**src/prbc_defines.vh**
```
// constants for the power, reset and brown-out controller
// Summary of operation
// RULE1: power register writable anytime, acts at once
// RULE2: fast oscillator clock gated cleanly before power-down
// RULE3: bit0 fast oscillator output off, resets 0
// RULE4: bit1 fast oscillator core off, resets 0
// RULE5: 32-bit register; bit2 flash, bit3 brownout
// RULE6: bit4 converter off, resets to 1
// RULE7: bit6 slow oscillator; lock ignores power-down
// RULE8: software writes zeros to bits 14:7
// RULE9: bit15 comparator off, resets to 1
// RULE10: read-only 32-bit part identifier register
// RULE11: five reset sources merged into chip reset
// RULE12: hold reset until pin released, oscillator runs
// RULE13: processor fetches from address zero after reset
// RULE14: registers hold reset values at release
// RULE15: brownout compares supply against selectable threshold
// RULE16: brownout resets if enabled, else interrupts
// RULE17: brownout level readable from status register
// RULE18: brownout interrupt wakes when both enables set
// RULE19: brownout reset also wakes the chip
// RULE20: bit5 reads 1, upper bits read 0
`ifndef PRBC_DEFINES_VH
`define PRBC_DEFINES_VH
// ==========================================
// register offsets (byte addresses)
`define PRBC_RUN_POWER_CONFIG_ADDR 32'h40048238
`define PRBC_PART_IDENTIFIER_ADDR 32'h400483f8
`define PRBC_BROWNOUT_CTRL_ADDR 32'h40048150
`define PRBC_BROWNOUT_STATUS_ADDR 32'h40048154
// ==========================================
// power configuration fields
`define PRBC_FAST_OSC_OUTPUT_OFF_BIT 0
`define PRBC_FAST_OSC_CORE_OFF_BIT 1
`define PRBC_FLASH_OFF_BIT 2
`define PRBC_BROWNOUT_DETECTOR_OFF_BIT 3
`define PRBC_CONVERTER_OFF_BIT 4
`define PRBC_SLOW_OSC_OFF_BIT 6
`define PRBC_COMPARATOR_OFF_BIT 15
`define PRBC_RUN_POWER_CONFIG_RESET 16'h8070
`define PRBC_RUN_POWER_CONFIG_WMASK 16'h805f
// ==========================================
// brown-out control fields
`define PRBC_BROWNOUT_LEVEL_LSB 0
`define PRBC_BROWNOUT_LEVEL_MSB 1
`define PRBC_BROWNOUT_RESET_ENABLE_BIT 4
`define PRBC_BROWNOUT_CTRL_RESET 5'h00
// ==========================================
// timing
`define PRBC_CLK_MHZ 50
`define PRBC_RESET_STRETCH_NS 320
`define PRBC_RESET_STRETCH_CYCLES ((`PRBC_RESET_STRETCH_NS * `PRBC_CLK_MHZ + 999) / 1000)
`define PRBC_BOOT_VECTOR 32'h00000000
`endif

```
**src/prbc_power_reset_ctrl.v**
```verilog
// power configuration, part identifier, reset merge and brown-out logic
//
// Implementation choice: register access over Wishbone.
`include "prbc_defines.vh"

module prbc_power_reset_ctrl #(
   parameter [31:0] PART_ID = 32'h0000_5a5a, // arbitrary value
   parameter STRETCH = `PRBC_RESET_STRETCH_CYCLES
) (
   // clock and reset
   input wire core_clk,
   input wire rst_b,
   // wishbone slave
   input wire wb_cyc_i,
   input wire wb_stb_i,
   input wire wb_we_i,
   input wire [31:0] wb_adr_i,
   input wire [3:0] wb_sel_i,
   input wire [31:0] wb_dat_i,
   output reg [31:0] wb_dat_o,
   output wire wb_ack_o,
   output wire wb_err_o,
   // reset sources
   input wire reset_pin_b,
   input wire watchdog_reset,
   input wire power_on_reset,
   input wire software_reset_req,
   // oscillator and watchdog lock
   input wire fast_osc_running,
   input wire watchdog_lock,
   // brown-out detector
   input wire [2:0] supply_below_level,
   input wire brownout_wake_enable,
   input wire brownout_irq_enabled,
   input wire in_deep_sleep,
   // power controls
   output reg fast_osc_output_off,
   output reg fast_osc_core_off,
   output reg fast_osc_clk_gate,
   output reg flash_off,
   output reg brownout_detector_off,
   output reg converter_off,
   output reg slow_osc_off,
   output reg comparator_off,
   // chip reset and brown-out outputs
   output reg chip_reset_b,
   output reg fast_osc_start,
   output reg [31:0] boot_fetch_addr,
   output reg brownout_irq,
   output reg wake_request
);

// ==========================================
// reset release and input synchronisers
reg [1:0] rst_sync;
wire rst_n;
always @(posedge core_clk or negedge rst_b) begin
   if (!rst_b) begin
      rst_sync <= 2'h0;
   end else begin
      rst_sync <= {rst_sync[0], 1'b1};
   end
end
assign rst_n = rst_sync[1];

// every reset source, oscillator, lock and analog level input passes two flops before use; the sleep and wake enables do not
localparam NSYNC = 9;
wire [NSYNC-1:0] async_in;
reg [NSYNC-1:0] sync_a;
reg [NSYNC-1:0] sync_b;
assign async_in = {reset_pin_b, watchdog_reset, power_on_reset, software_reset_req,
                   fast_osc_running, watchdog_lock, supply_below_level};
genvar gi;
generate
   for (gi = 0; gi < NSYNC; gi = gi + 1) begin : g_sync
      always @(posedge core_clk or negedge rst_n) begin
         if (!rst_n) begin
            sync_a[gi] <= 1'b0;
            sync_b[gi] <= 1'b0;
         end else begin
            sync_a[gi] <= async_in[gi];
            sync_b[gi] <= sync_a[gi];
         end
      end
   end
endgenerate
wire pin_b_s = sync_b[8];
wire wdt_s = sync_b[7];
wire por_s = sync_b[6];
wire swr_s = sync_b[5];
wire osc_run_s = sync_b[4];
wire lock_s = sync_b[3];
wire [2:0] below_s = sync_b[2:0];

// ==========================================
// wishbone decode, single-cycle ack
reg ack;
wire req = wb_cyc_i && wb_stb_i && !ack;
wire hit_pwr = (wb_adr_i == `PRBC_RUN_POWER_CONFIG_ADDR);
wire hit_id = (wb_adr_i == `PRBC_PART_IDENTIFIER_ADDR);
wire hit_bctl = (wb_adr_i == `PRBC_BROWNOUT_CTRL_ADDR);
wire hit_bst = (wb_adr_i == `PRBC_BROWNOUT_STATUS_ADDR);
wire mapped = hit_pwr || hit_id || hit_bctl || hit_bst;
reg err;
assign wb_ack_o = ack;
assign wb_err_o = err;
wire wr = req && mapped && wb_we_i;

always @(posedge core_clk or negedge rst_n) begin
   if (!rst_n) begin
      ack <= 1'b0;
      err <= 1'b0;
   end else begin
      ack <= req && mapped;
      err <= req && !mapped && !err;
   end
end

// ==========================================
// power configuration register
reg [15:0] run_power_config;
reg [4:0] brownout_ctrl;
wire [15:0] wmask = `PRBC_RUN_POWER_CONFIG_WMASK;
wire [15:0] lane_mask = {{8{wb_sel_i[1]}}, {8{wb_sel_i[0]}}};
reg [15:0] next_run_power_config;

always @* begin
   // reserved bits are not writable; software should write them zero anyway (see RULE8)
   next_run_power_config = (run_power_config & ~(wmask & lane_mask)) |
                           (wb_dat_i[15:0] & wmask & lane_mask); // see RULE1 see RULE20
   // watchdog lock keeps the slow oscillator running
   if (lock_s) begin
      next_run_power_config[`PRBC_SLOW_OSC_OFF_BIT] = 1'b0; // see RULE7
   end
end

always @(posedge core_clk or negedge rst_n) begin
   if (!rst_n) begin
      run_power_config <= `PRBC_RUN_POWER_CONFIG_RESET; // see RULE3 see RULE4 see RULE5
      brownout_ctrl <= `PRBC_BROWNOUT_CTRL_RESET;
   end else if (chip_reset_b == 1'b0) begin
      // both configuration registers back to their defined values before release
      run_power_config <= `PRBC_RUN_POWER_CONFIG_RESET; // see RULE14
      brownout_ctrl <= `PRBC_BROWNOUT_CTRL_RESET;
   end else begin
      if (wr && hit_pwr) begin
         run_power_config <= next_run_power_config;
      end else if (lock_s) begin
         run_power_config[`PRBC_SLOW_OSC_OFF_BIT] <= 1'b0; // see RULE7
      end
      if (wr && hit_bctl && wb_sel_i[0]) begin
         brownout_ctrl <= wb_dat_i[4:0];
      end
   end
end

// ==========================================
// power outputs: all immediate except the oscillator core
reg [1:0] gate_state;
localparam GATE_RUN = 2'h1;
localparam GATE_STOP = 2'h2;
always @(posedge core_clk or negedge rst_n) begin
   if (!rst_n) begin
      fast_osc_output_off <= 1'b0;
      flash_off <= 1'b0;
      brownout_detector_off <= 1'b0;
      converter_off <= 1'b1;
      slow_osc_off <= 1'b1;
      comparator_off <= 1'b1;
      fast_osc_core_off <= 1'b0;
      fast_osc_clk_gate <= 1'b0;
      gate_state <= GATE_RUN;
   end else begin
      fast_osc_output_off <= run_power_config[`PRBC_FAST_OSC_OUTPUT_OFF_BIT]; // see RULE3
      flash_off <= run_power_config[`PRBC_FLASH_OFF_BIT]; // see RULE5
      brownout_detector_off <= run_power_config[`PRBC_BROWNOUT_DETECTOR_OFF_BIT]; // see RULE5
      converter_off <= run_power_config[`PRBC_CONVERTER_OFF_BIT]; // see RULE6
      slow_osc_off <= run_power_config[`PRBC_SLOW_OSC_OFF_BIT] && !lock_s; // see RULE7
      comparator_off <= run_power_config[`PRBC_COMPARATOR_OFF_BIT]; // see RULE9
      // the core powers down only after its clock gate has closed a cycle earlier
      case (gate_state)
         GATE_RUN: begin
            fast_osc_core_off <= 1'b0;
            if (run_power_config[`PRBC_FAST_OSC_CORE_OFF_BIT]) begin
               fast_osc_clk_gate <= 1'b1; // see RULE2
               gate_state <= GATE_STOP;
            end else begin
               fast_osc_clk_gate <= 1'b0;
            end
         end
         GATE_STOP: begin
            if (!run_power_config[`PRBC_FAST_OSC_CORE_OFF_BIT]) begin
               fast_osc_core_off <= 1'b0;
               gate_state <= GATE_RUN;
            end else begin
               fast_osc_core_off <= 1'b1; // see RULE2 see RULE4
            end
         end
         default: begin
            gate_state <= GATE_RUN;
         end
      endcase
   end
end

// ==========================================
// brown-out detection
wire [1:0] level_sel = brownout_ctrl[`PRBC_BROWNOUT_LEVEL_MSB:`PRBC_BROWNOUT_LEVEL_LSB];
wire brownout_reset_enable = brownout_ctrl[`PRBC_BROWNOUT_RESET_ENABLE_BIT];
// select value 3 is out of range and never fires
wire brownout_event = !brownout_detector_off && (level_sel != 2'h3) &&
                      below_s[level_sel]; // see RULE15
wire brownout_reset = brownout_event && brownout_reset_enable; // see RULE16

always @(posedge core_clk or negedge rst_n) begin
   if (!rst_n) begin
      brownout_irq <= 1'b0;
      wake_request <= 1'b0;
   end else begin
      brownout_irq <= brownout_event && !brownout_reset_enable; // see RULE16
      wake_request <= in_deep_sleep && ((brownout_event && !brownout_reset_enable &&
                      brownout_wake_enable && brownout_irq_enabled) || // see RULE18
                      brownout_reset); // see RULE19
   end
end

// ==========================================
// reset merge and stretch
wire any_source = !pin_b_s || wdt_s || por_s || brownout_reset || swr_s; // see RULE11
reg [7:0] stretch;
always @(posedge core_clk or negedge rst_n) begin
   if (!rst_n) begin
      chip_reset_b <= 1'b0;
      fast_osc_start <= 1'b1;
      stretch <= 8'h00;
      boot_fetch_addr <= `PRBC_BOOT_VECTOR;
   end else begin
      if (any_source) begin
         chip_reset_b <= 1'b0;
         fast_osc_start <= 1'b1; // see RULE12
         stretch <= 8'h00;
      end else if (!chip_reset_b) begin
         // pin released and oscillator running, then a short settle
         if (osc_run_s && stretch >= STRETCH[7:0]) begin
            chip_reset_b <= 1'b1; // see RULE12
            fast_osc_start <= 1'b0;
         end else if (osc_run_s) begin
            stretch <= stretch + 8'h01;
         end
      end
      boot_fetch_addr <= `PRBC_BOOT_VECTOR; // see RULE13
   end
end

// ==========================================
// read data
always @(posedge core_clk or negedge rst_n) begin
   if (!rst_n) begin
      wb_dat_o <= 32'h0;
   end else if (req && !wb_we_i) begin
      if (hit_pwr) begin
         wb_dat_o <= {16'h0, run_power_config}; // see RULE20
      end else if (hit_id) begin
         wb_dat_o <= PART_ID; // see RULE10
      end else if (hit_bctl) begin
         wb_dat_o <= {27'h0, brownout_ctrl};
      end else if (hit_bst) begin
         wb_dat_o <= {31'h0, brownout_event}; // see RULE17
      end else begin
         wb_dat_o <= 32'h0;
      end
   end
end

endmodule // prbc_power_reset_ctrl

```
**config.mk**
```make
export PLATFORM = sky130hd
export DESIGN_NAME = prbc_power_reset_ctrl
export DESIGN_NICKNAME = d
export VERILOG_FILES = /design/src/prbc_power_reset_ctrl.v
export VERILOG_INCLUDE_DIRS = /design/src
export SDC_FILE = /design/constraint.sdc
export NUM_CORES = 1
export LEC_CHECK = 0
export CAP_MARGIN = 10
export CORE_MARGIN = 3
export CORE_UTILIZATION = 30
export CTS_BUF_LIST = sky130_fd_sc_hd__clkbuf_4
export DETAILED_ROUTE_END_ITERATION = 8
export DONT_BUFFER_PORTS = 1
export GPL_TIMING_DRIVEN = 1
export SLEW_MARGIN = 0
export SYNTH_ARGS = -nofsm -noshare
export SYNTH_HDL_FRONTEND = slang
export SYNTH_SLANG_ARGS = --single-unit
```
**constraint.sdc**
```tcl
create_clock -name core_clk -period 2 [get_ports core_clk]
set_clock_uncertainty 0.05 [all_clocks]
set_input_delay 0.1 -clock core_clk [delete_from_list [all_inputs] [get_ports core_clk]]
set_output_delay 0.1 -clock core_clk [all_outputs]
set_load 0.01 [all_outputs]
```
==> results of run 1 <==
area by class of cell:
type | instances | area (um2) | share of cell area [%]
sequential | 66 | 1660 | 46.0
multi-input combinational | 202 | 1220 | 33.6
timing repair buffer | 41 | 408 | 11.3
tap | 133 | 166 | 4.60
clock buffer | 11 | 82.6 | 2.28
clock inverter | 4 | 43.8 | 1.21
inverter | 10 | 37.5 | 1.04
through the flow:
step / hold slack [ps] / cell area [um2] / setup WS, ps
floorplan: -246 / 3360 / 356
global placement: -246 / 3140 / 264
detailed placement: -246 / 3140 / 207
CTS: 12.8 / 3620 / 82.0
global route: 66.7 / 3620 / 29.4
finish: 55.3 / 3620 / 63.5
what timing repair did:
action,4_1_cts,5_1_grt
endpoints found under the setup margin,0,1
hold endpoints to repair,31,0
hold buffers,35,0
resized for setup,0,1
cells in the mapped netlist (3+ instances only):
library cell / instances
dfstp_2: 9
nand2b_1: 4
nand3_1: 4
a21oi_1: 7
nor2_1: 18
o31ai_1: 4
mux2i_1: 11
buf_4: 55
a22o_1: 3
o41ai_2: 4
ha_1: 4
nor4b_1: 3
o21ai_0: 3
nand2_1: 33
clkbuf_1: 3
dfrtp_1: 57
nor3_1: 3
o41ai_1: 3
nor2b_1: 3
inv_1: 10
and2_1: 4
nor4_1: 3
cell families after synthesis:
kind of cell	after synthesis
DFF	66
other	2
buffers and inverters	70
AOI/OAI and AO/OA	34
xor gates and xnor gates	3
adders and majority gates	4
and+or+nand+nor	96
muxes	12
worst min-delay path by stage:
stage | from | to | slack [ps] | cells past startpoint
final | wb_adr_i[7] | wb_dat_o[6]$_DFFE_PN0P_ | 60 | 4
after global routing | wb_adr_i[7] | wb_dat_o[5]$_DFFE_PN0P_ | 70 | 3
after CTS | wb_adr_i[7] | wb_dat_o[6]$_DFFE_PN0P_ | 10 | 4
after detailed placement | rst_b | rst_sync[0]$_DFF_PN0_ | -250 | 0
after global placement | rst_b | rst_sync[0]$_DFF_PN0_ | -250 | 0
after floorplan | rst_b | rst_sync[0]$_DFF_PN0_ | -250 | 0
registers in the layout (all words and copies together), names as in the netlist, 2 cells and up:
register and flops:
rst_sync 2, wb_dat_o 9, gate_state 2, stretch 8, sync_a 9, brownout_ctrl 5, below_s 3, run_power_config 8
critical path, cell delays in order:
cell and delay, ps:
dlygate4sd3_1 570, nor3_1 210, dlygate4sd3_1 600, nand4_1 130, or4_1 490, o211ai_1 110
power breakdown:
part,internal [W],switching (W)
sequential,0.00136,0.0000103
clock,0.000395,0.000452
combinational,0.0000659,0.000106
total,0.00182,0.000568
layer usage:
metal,up-vias,GRT usage (%),part of all wire (%)
li1,965,-,-
met1,995,14.1,41
met2,82,19.7,50
met3,9,4.03,7.7
met4,0,3.88,1.1
met5,-,0,0
==> results.cfg, run 1 <==
[grt]
gr-total-overflow = 0
antenna_found_initial = 0
track_usage_pct = 11.7
grt_pass1_vias = 2099
grt_pass1_wl_mm = 10.6
grt_max_degree = 65

[yosys]
synth_top_area_share_pct = 45.1
synth_largest_area_cell = dfrtp_1
synth_fa_ha_area_share_pct = 1.58
yosys_warnings = 0
synth_cells = 287
synth.avg_cell_area_um2 = 11.0
synth.area.top_cells = dfrtp_1, buf_4, dfstp_2, nand2_1, mux2i_1
synth_compound_area_share_pct = 8.66
synth_mux_area_share_pct = 3.84
ys_seq_elements = 66
syn_area_um2 = 3160
synth-simple-area-share_pct = 17.2
yosys_most_used_dff = dfrtp_1
ys_types = 52
synth_top_family_by_area = simple AND/OR/NAND/NOR gates
synth_xor_area_share_pct = 0.830
synth_edf_count = 0
async_flop_share_pct = 100
ys_seq_area_share_pct = 52.6

[worst_setup_path]
required_ps = 2270
timing.rr.start = wb_ack_o$_DFF_PN0_
start_kind = primary input
setup.worst_path.start = wb_adr_i[8]
worstReg2RegEnd = run_power_config[15]$_DFFE_PN1P_
ff2ff_path_depth = 4
arrival_ps = 2210
cp-endpoint = run_power_config[6]$_DFFE_PN1P_
r2r_slack_ps = 110
endpoint_kind = flip-flop
critical_path_class = in -> reg
critical_path_peak_fanout = 3

[timing]
fin_setup_tns_ps = 0
slew_viol_final = 0
min_period_ps = 1940
timing.fmax_mhz = 516
fin_crit_sh_pct = 96.8
hold_viol = 0
final-setup-viol-count = 0
rsz0062_at_grt = no

[clock_network]
clkTransAtPathRegs_ps = 100
cts_buffer_depth = 2
insertion_delay_ps = 410
root_buffer = clkbuf_4
cts_tree = done
htreeDepth = 3
cts_made_buffers = 9
cts.sinks = 66
post_cts_buffers = 0

[route]
drc = 0
via_count = 2051
drt-total-wl_mm = 6.64
firstDrtPassIters = 4
ant_nets = 0
first_iter_violations = 29
vias_per_cell = 4.39
avgRoutedWirePerCell_um = 14.2

[cells_and_area]
diodes = 0
final.fill_count = 970
syn2layout_area_growth_pct = 14.4
final_cell_mix = dfrtp_1, conb_1, dlygate4sd3_1
stdcell_count = 467
post-route-util_pct = 36.2
drive_gt1_share_pct = 13.8
final_common_cell = dfrtp_1
fin_nets = 419

[floorplan]
die_h_um = 109
rows = 36
ios = 163
die_w_um = 109
start_util_pct = 31.6
fp.coreArea_um2 = 10000
dieArea_um2 = 11800

[min_path]
hold_path.class = in -> reg

[place]
dp_hpwl_mm = 4.72
gp_congestion = 0.763
io_buffers = 0
dp_cells = 417

[flow_run]
cap_violations = 0

[power_and_ir_drop]
p_leak_nw = 1.61
power_density_nw_per_um2 = 660
power_w = 0.00239
vdd.ir_drop.worst_uv = 551

[status]
outcome = complete, no violations
(Power assumes the default switching activity.)
==> run 2: changes to the inputs <==
--- a/config.mk
+++ b/config.mk
@@ -13,6 +13,7 @@
 export DETAILED_ROUTE_END_ITERATION = 8
 export DONT_BUFFER_PORTS = 1
 export GPL_TIMING_DRIVEN = 1
+export SETUP_SLACK_MARGIN = 0.3
 export SLEW_MARGIN = 0
 export SYNTH_ARGS = -nofsm -noshare
 export SYNTH_HDL_FRONTEND = slang
==> results.cfg, run 2 (same netlist as run 1, synthesis figures left out) <==
[timing]
fin_setup_tns_ps = 0
hold_slack_ps = 53.9
timing.fmax_mhz = 607
min_period_ps = 1650
final-setup-viol-count = 0
fin_crit_sh_pct = 82.4
hold_viol = 0
slew_viol_final = 0
rsz0062_at_grt = yes

[worst_setup_path]
start_kind = flip-flop
critical_path_peak_fanout = 4
cp_num_cells = 4
ff2ff_path_depth = 4
critical_path_class = reg -> reg
path_delay_family = simple AND/OR/NAND/NOR gates
arrival_ps = 1920
required_ps = 2280
timing.rr.start = wb_ack_o$_DFF_PN0_
max_stage_delay_ps = 490
worstReg2RegEnd = run_power_config[6]$_DFFE_PN1P_
path_cells = and4b_2 -> nand4_1 -> or4_1 -> o211ai_1
path_buf_inv = 0
endpoint_kind = flip-flop
r2r_slack_ps = 350
cp_slowest_cell = or4_1

[floorplan]
fp.coreArea_um2 = 10000
dieArea_um2 = 11800
rows = 36
start_util_pct = 31.6
ios = 163
die_w_um = 109
die_h_um = 109

[clock_network]
insertion_delay_ps = 410
cts.sinks = 66
clkTransAtPathRegs_ps = 100
cts_tree = done
cts_made_buffers = 9
htreeDepth = 3
root_buffer = clkbuf_4
cts_buffer_depth = 2

[min_path]
hold_start = wb_adr_i[7]
min_delay_path_depth = 4
worstHoldEndpoint = wb_dat_o[6]$_DFFE_PN0P_
hold_path.class = in -> reg

[route]
vias_per_cell = 4.41
ant_nets = 0
drc = 0
via_count = 2062
firstDrtPassIters = 4
avgRoutedWirePerCell_um = 14.2
drt-total-wl_mm = 6.65
first_iter_violations = 29

[cells_and_area]
largest_registers = sync_a x9, wb_dat_o x9
final_common_cell = dfrtp_1
final.fill_count = 970
diodes = 0
final_cell_mix = dfrtp_1, conb_1, dlygate4sd3_1
fin_nets = 420
drive_gt1_share_pct = 14.0
syn2layout_area_growth_pct = 14.8

[power_and_ir_drop]
comb_power_share_pct = 7.3
p_leak_nw = 1.62
p_int_w = 0.00182
swShare_pct = 23.8
vdd.ir_drop.worst_uv = 550
seqPwrFrac_pct = 57.2
power_switching_w = 0.000571
power_density_nw_per_um2 = 659
clkPwrFrac_pct = 35.4

[grt]
antenna_found_initial = 0
track_usage_pct = 11.7
grt_pass1_wl_mm = 10.6
grt_pass1_vias = 2089
grt_max_degree = 65
gr-total-overflow = 0

[place]
io_buffers = 0
gp_congestion = 0.763
dp_hpwl_mm = 4.72

[status]
outcome = complete, no violations

[flow_run]
cap_violations = 0
[run 2: cell types whose count changed in the layout (fill, tap and decap cells not counted)]
| cell | delta |
|---|---|
| buf_6 | +1 |
| or2_2 | -1 |
| or2_4 | +1 |
[run 2: worst max-delay path by stage]
stage / slack (ps) / from / to
after floorplan: 360 / wb_ack_o$_DFF_PN0_ / wb_dat_o[2]$_DFFE_PN0P_
after global placement: 260 / wb_adr_i[11] / wb_dat_o[5]$_DFFE_PN0P_
after detailed placement: 210 / wb_adr_i[11] / run_power_config[15]$_DFFE_PN1P_
after CTS: 320 / wb_ack_o$_DFF_PN0_ / run_power_config[6]$_DFFE_PN1P_
after global routing: 250 / wb_ack_o$_DFF_PN0_ / run_power_config[6]$_DFFE_PN1P_
final: 350 / wb_ack_o$_DFF_PN0_ / run_power_config[6]$_DFFE_PN1P_
[run 2: cell type report]
type                            count  area (um2)  share of cell area [%]
Clock buffer                       11        82.6                    2.27
Inverter                           10        37.5                    1.03
Sequential cell                    66        1660                    45.8
Tap cell                          133         166                    4.58
Timing Repair Buffer               42         419                    11.5
Multi-Input combinational cell    202        1220                    33.6
Clock inverter                      4        43.8                    1.21
[run 2: layer usage]
layer	GRT usage, %	part of all wire (%)
met5	0	0
met4	4.42	1.4
met3	4.09	7.2
met2	19.3	49
met1	14.0	42
[run 2: repair_timing]
action / 4_1_cts / 5_1_grt
setup buffers: 0 / 1
hold endpoints to repair: 31 / 2
hold buffers: 34 / 1
pin swaps: 0 / 1
gates resized for setup: 1 / 2
endpoints found under the setup margin: 1 / 8
[run 2: worst reg2reg max path, delay by kind of cell (launching register included)]
| family | cells | cell delay [ps] |
|---|---|---|
| compound gates | 1 | 110 |
| flops | 1 | 440 |
| simple gates | 3 | 980 |
[run 2: through the flow]
| stage | utilization [%] | area, um2 | power [W] | instances | setup slack [ps] |
|---|---|---|---|---|---|
| finish | 36.3 | 3630 | 0.00239 | 468 | 352 |
| global route | 36.3 | 3630 | 0.00253 | 468 | 250 |
| CTS | 36.1 | 3610 | 0.00243 | 466 | 323 |
| detailed placement | 31.4 | 3140 | 0.00151 | 417 | 207 |
| global placement | 31.4 | 3140 | 0.00151 | 417 | 264 |
| floorplan | - | 3360 | 0.00157 | 338 | 356 |
[run 2: power groups by stage]
stage,Combinational (W),Sequential [W],Clock [W]
2_1_floorplan,0.000155,0.00141,0
3_5_place_dp,0.000117,0.00140,0
4_1_cts,0.000173,0.00137,0.000885
6_report,0.000176,0.00137,0.000849
5_1_grt,0.000199,0.00137,0.000954
3_3_place_gp,0.000115,0.00140,0
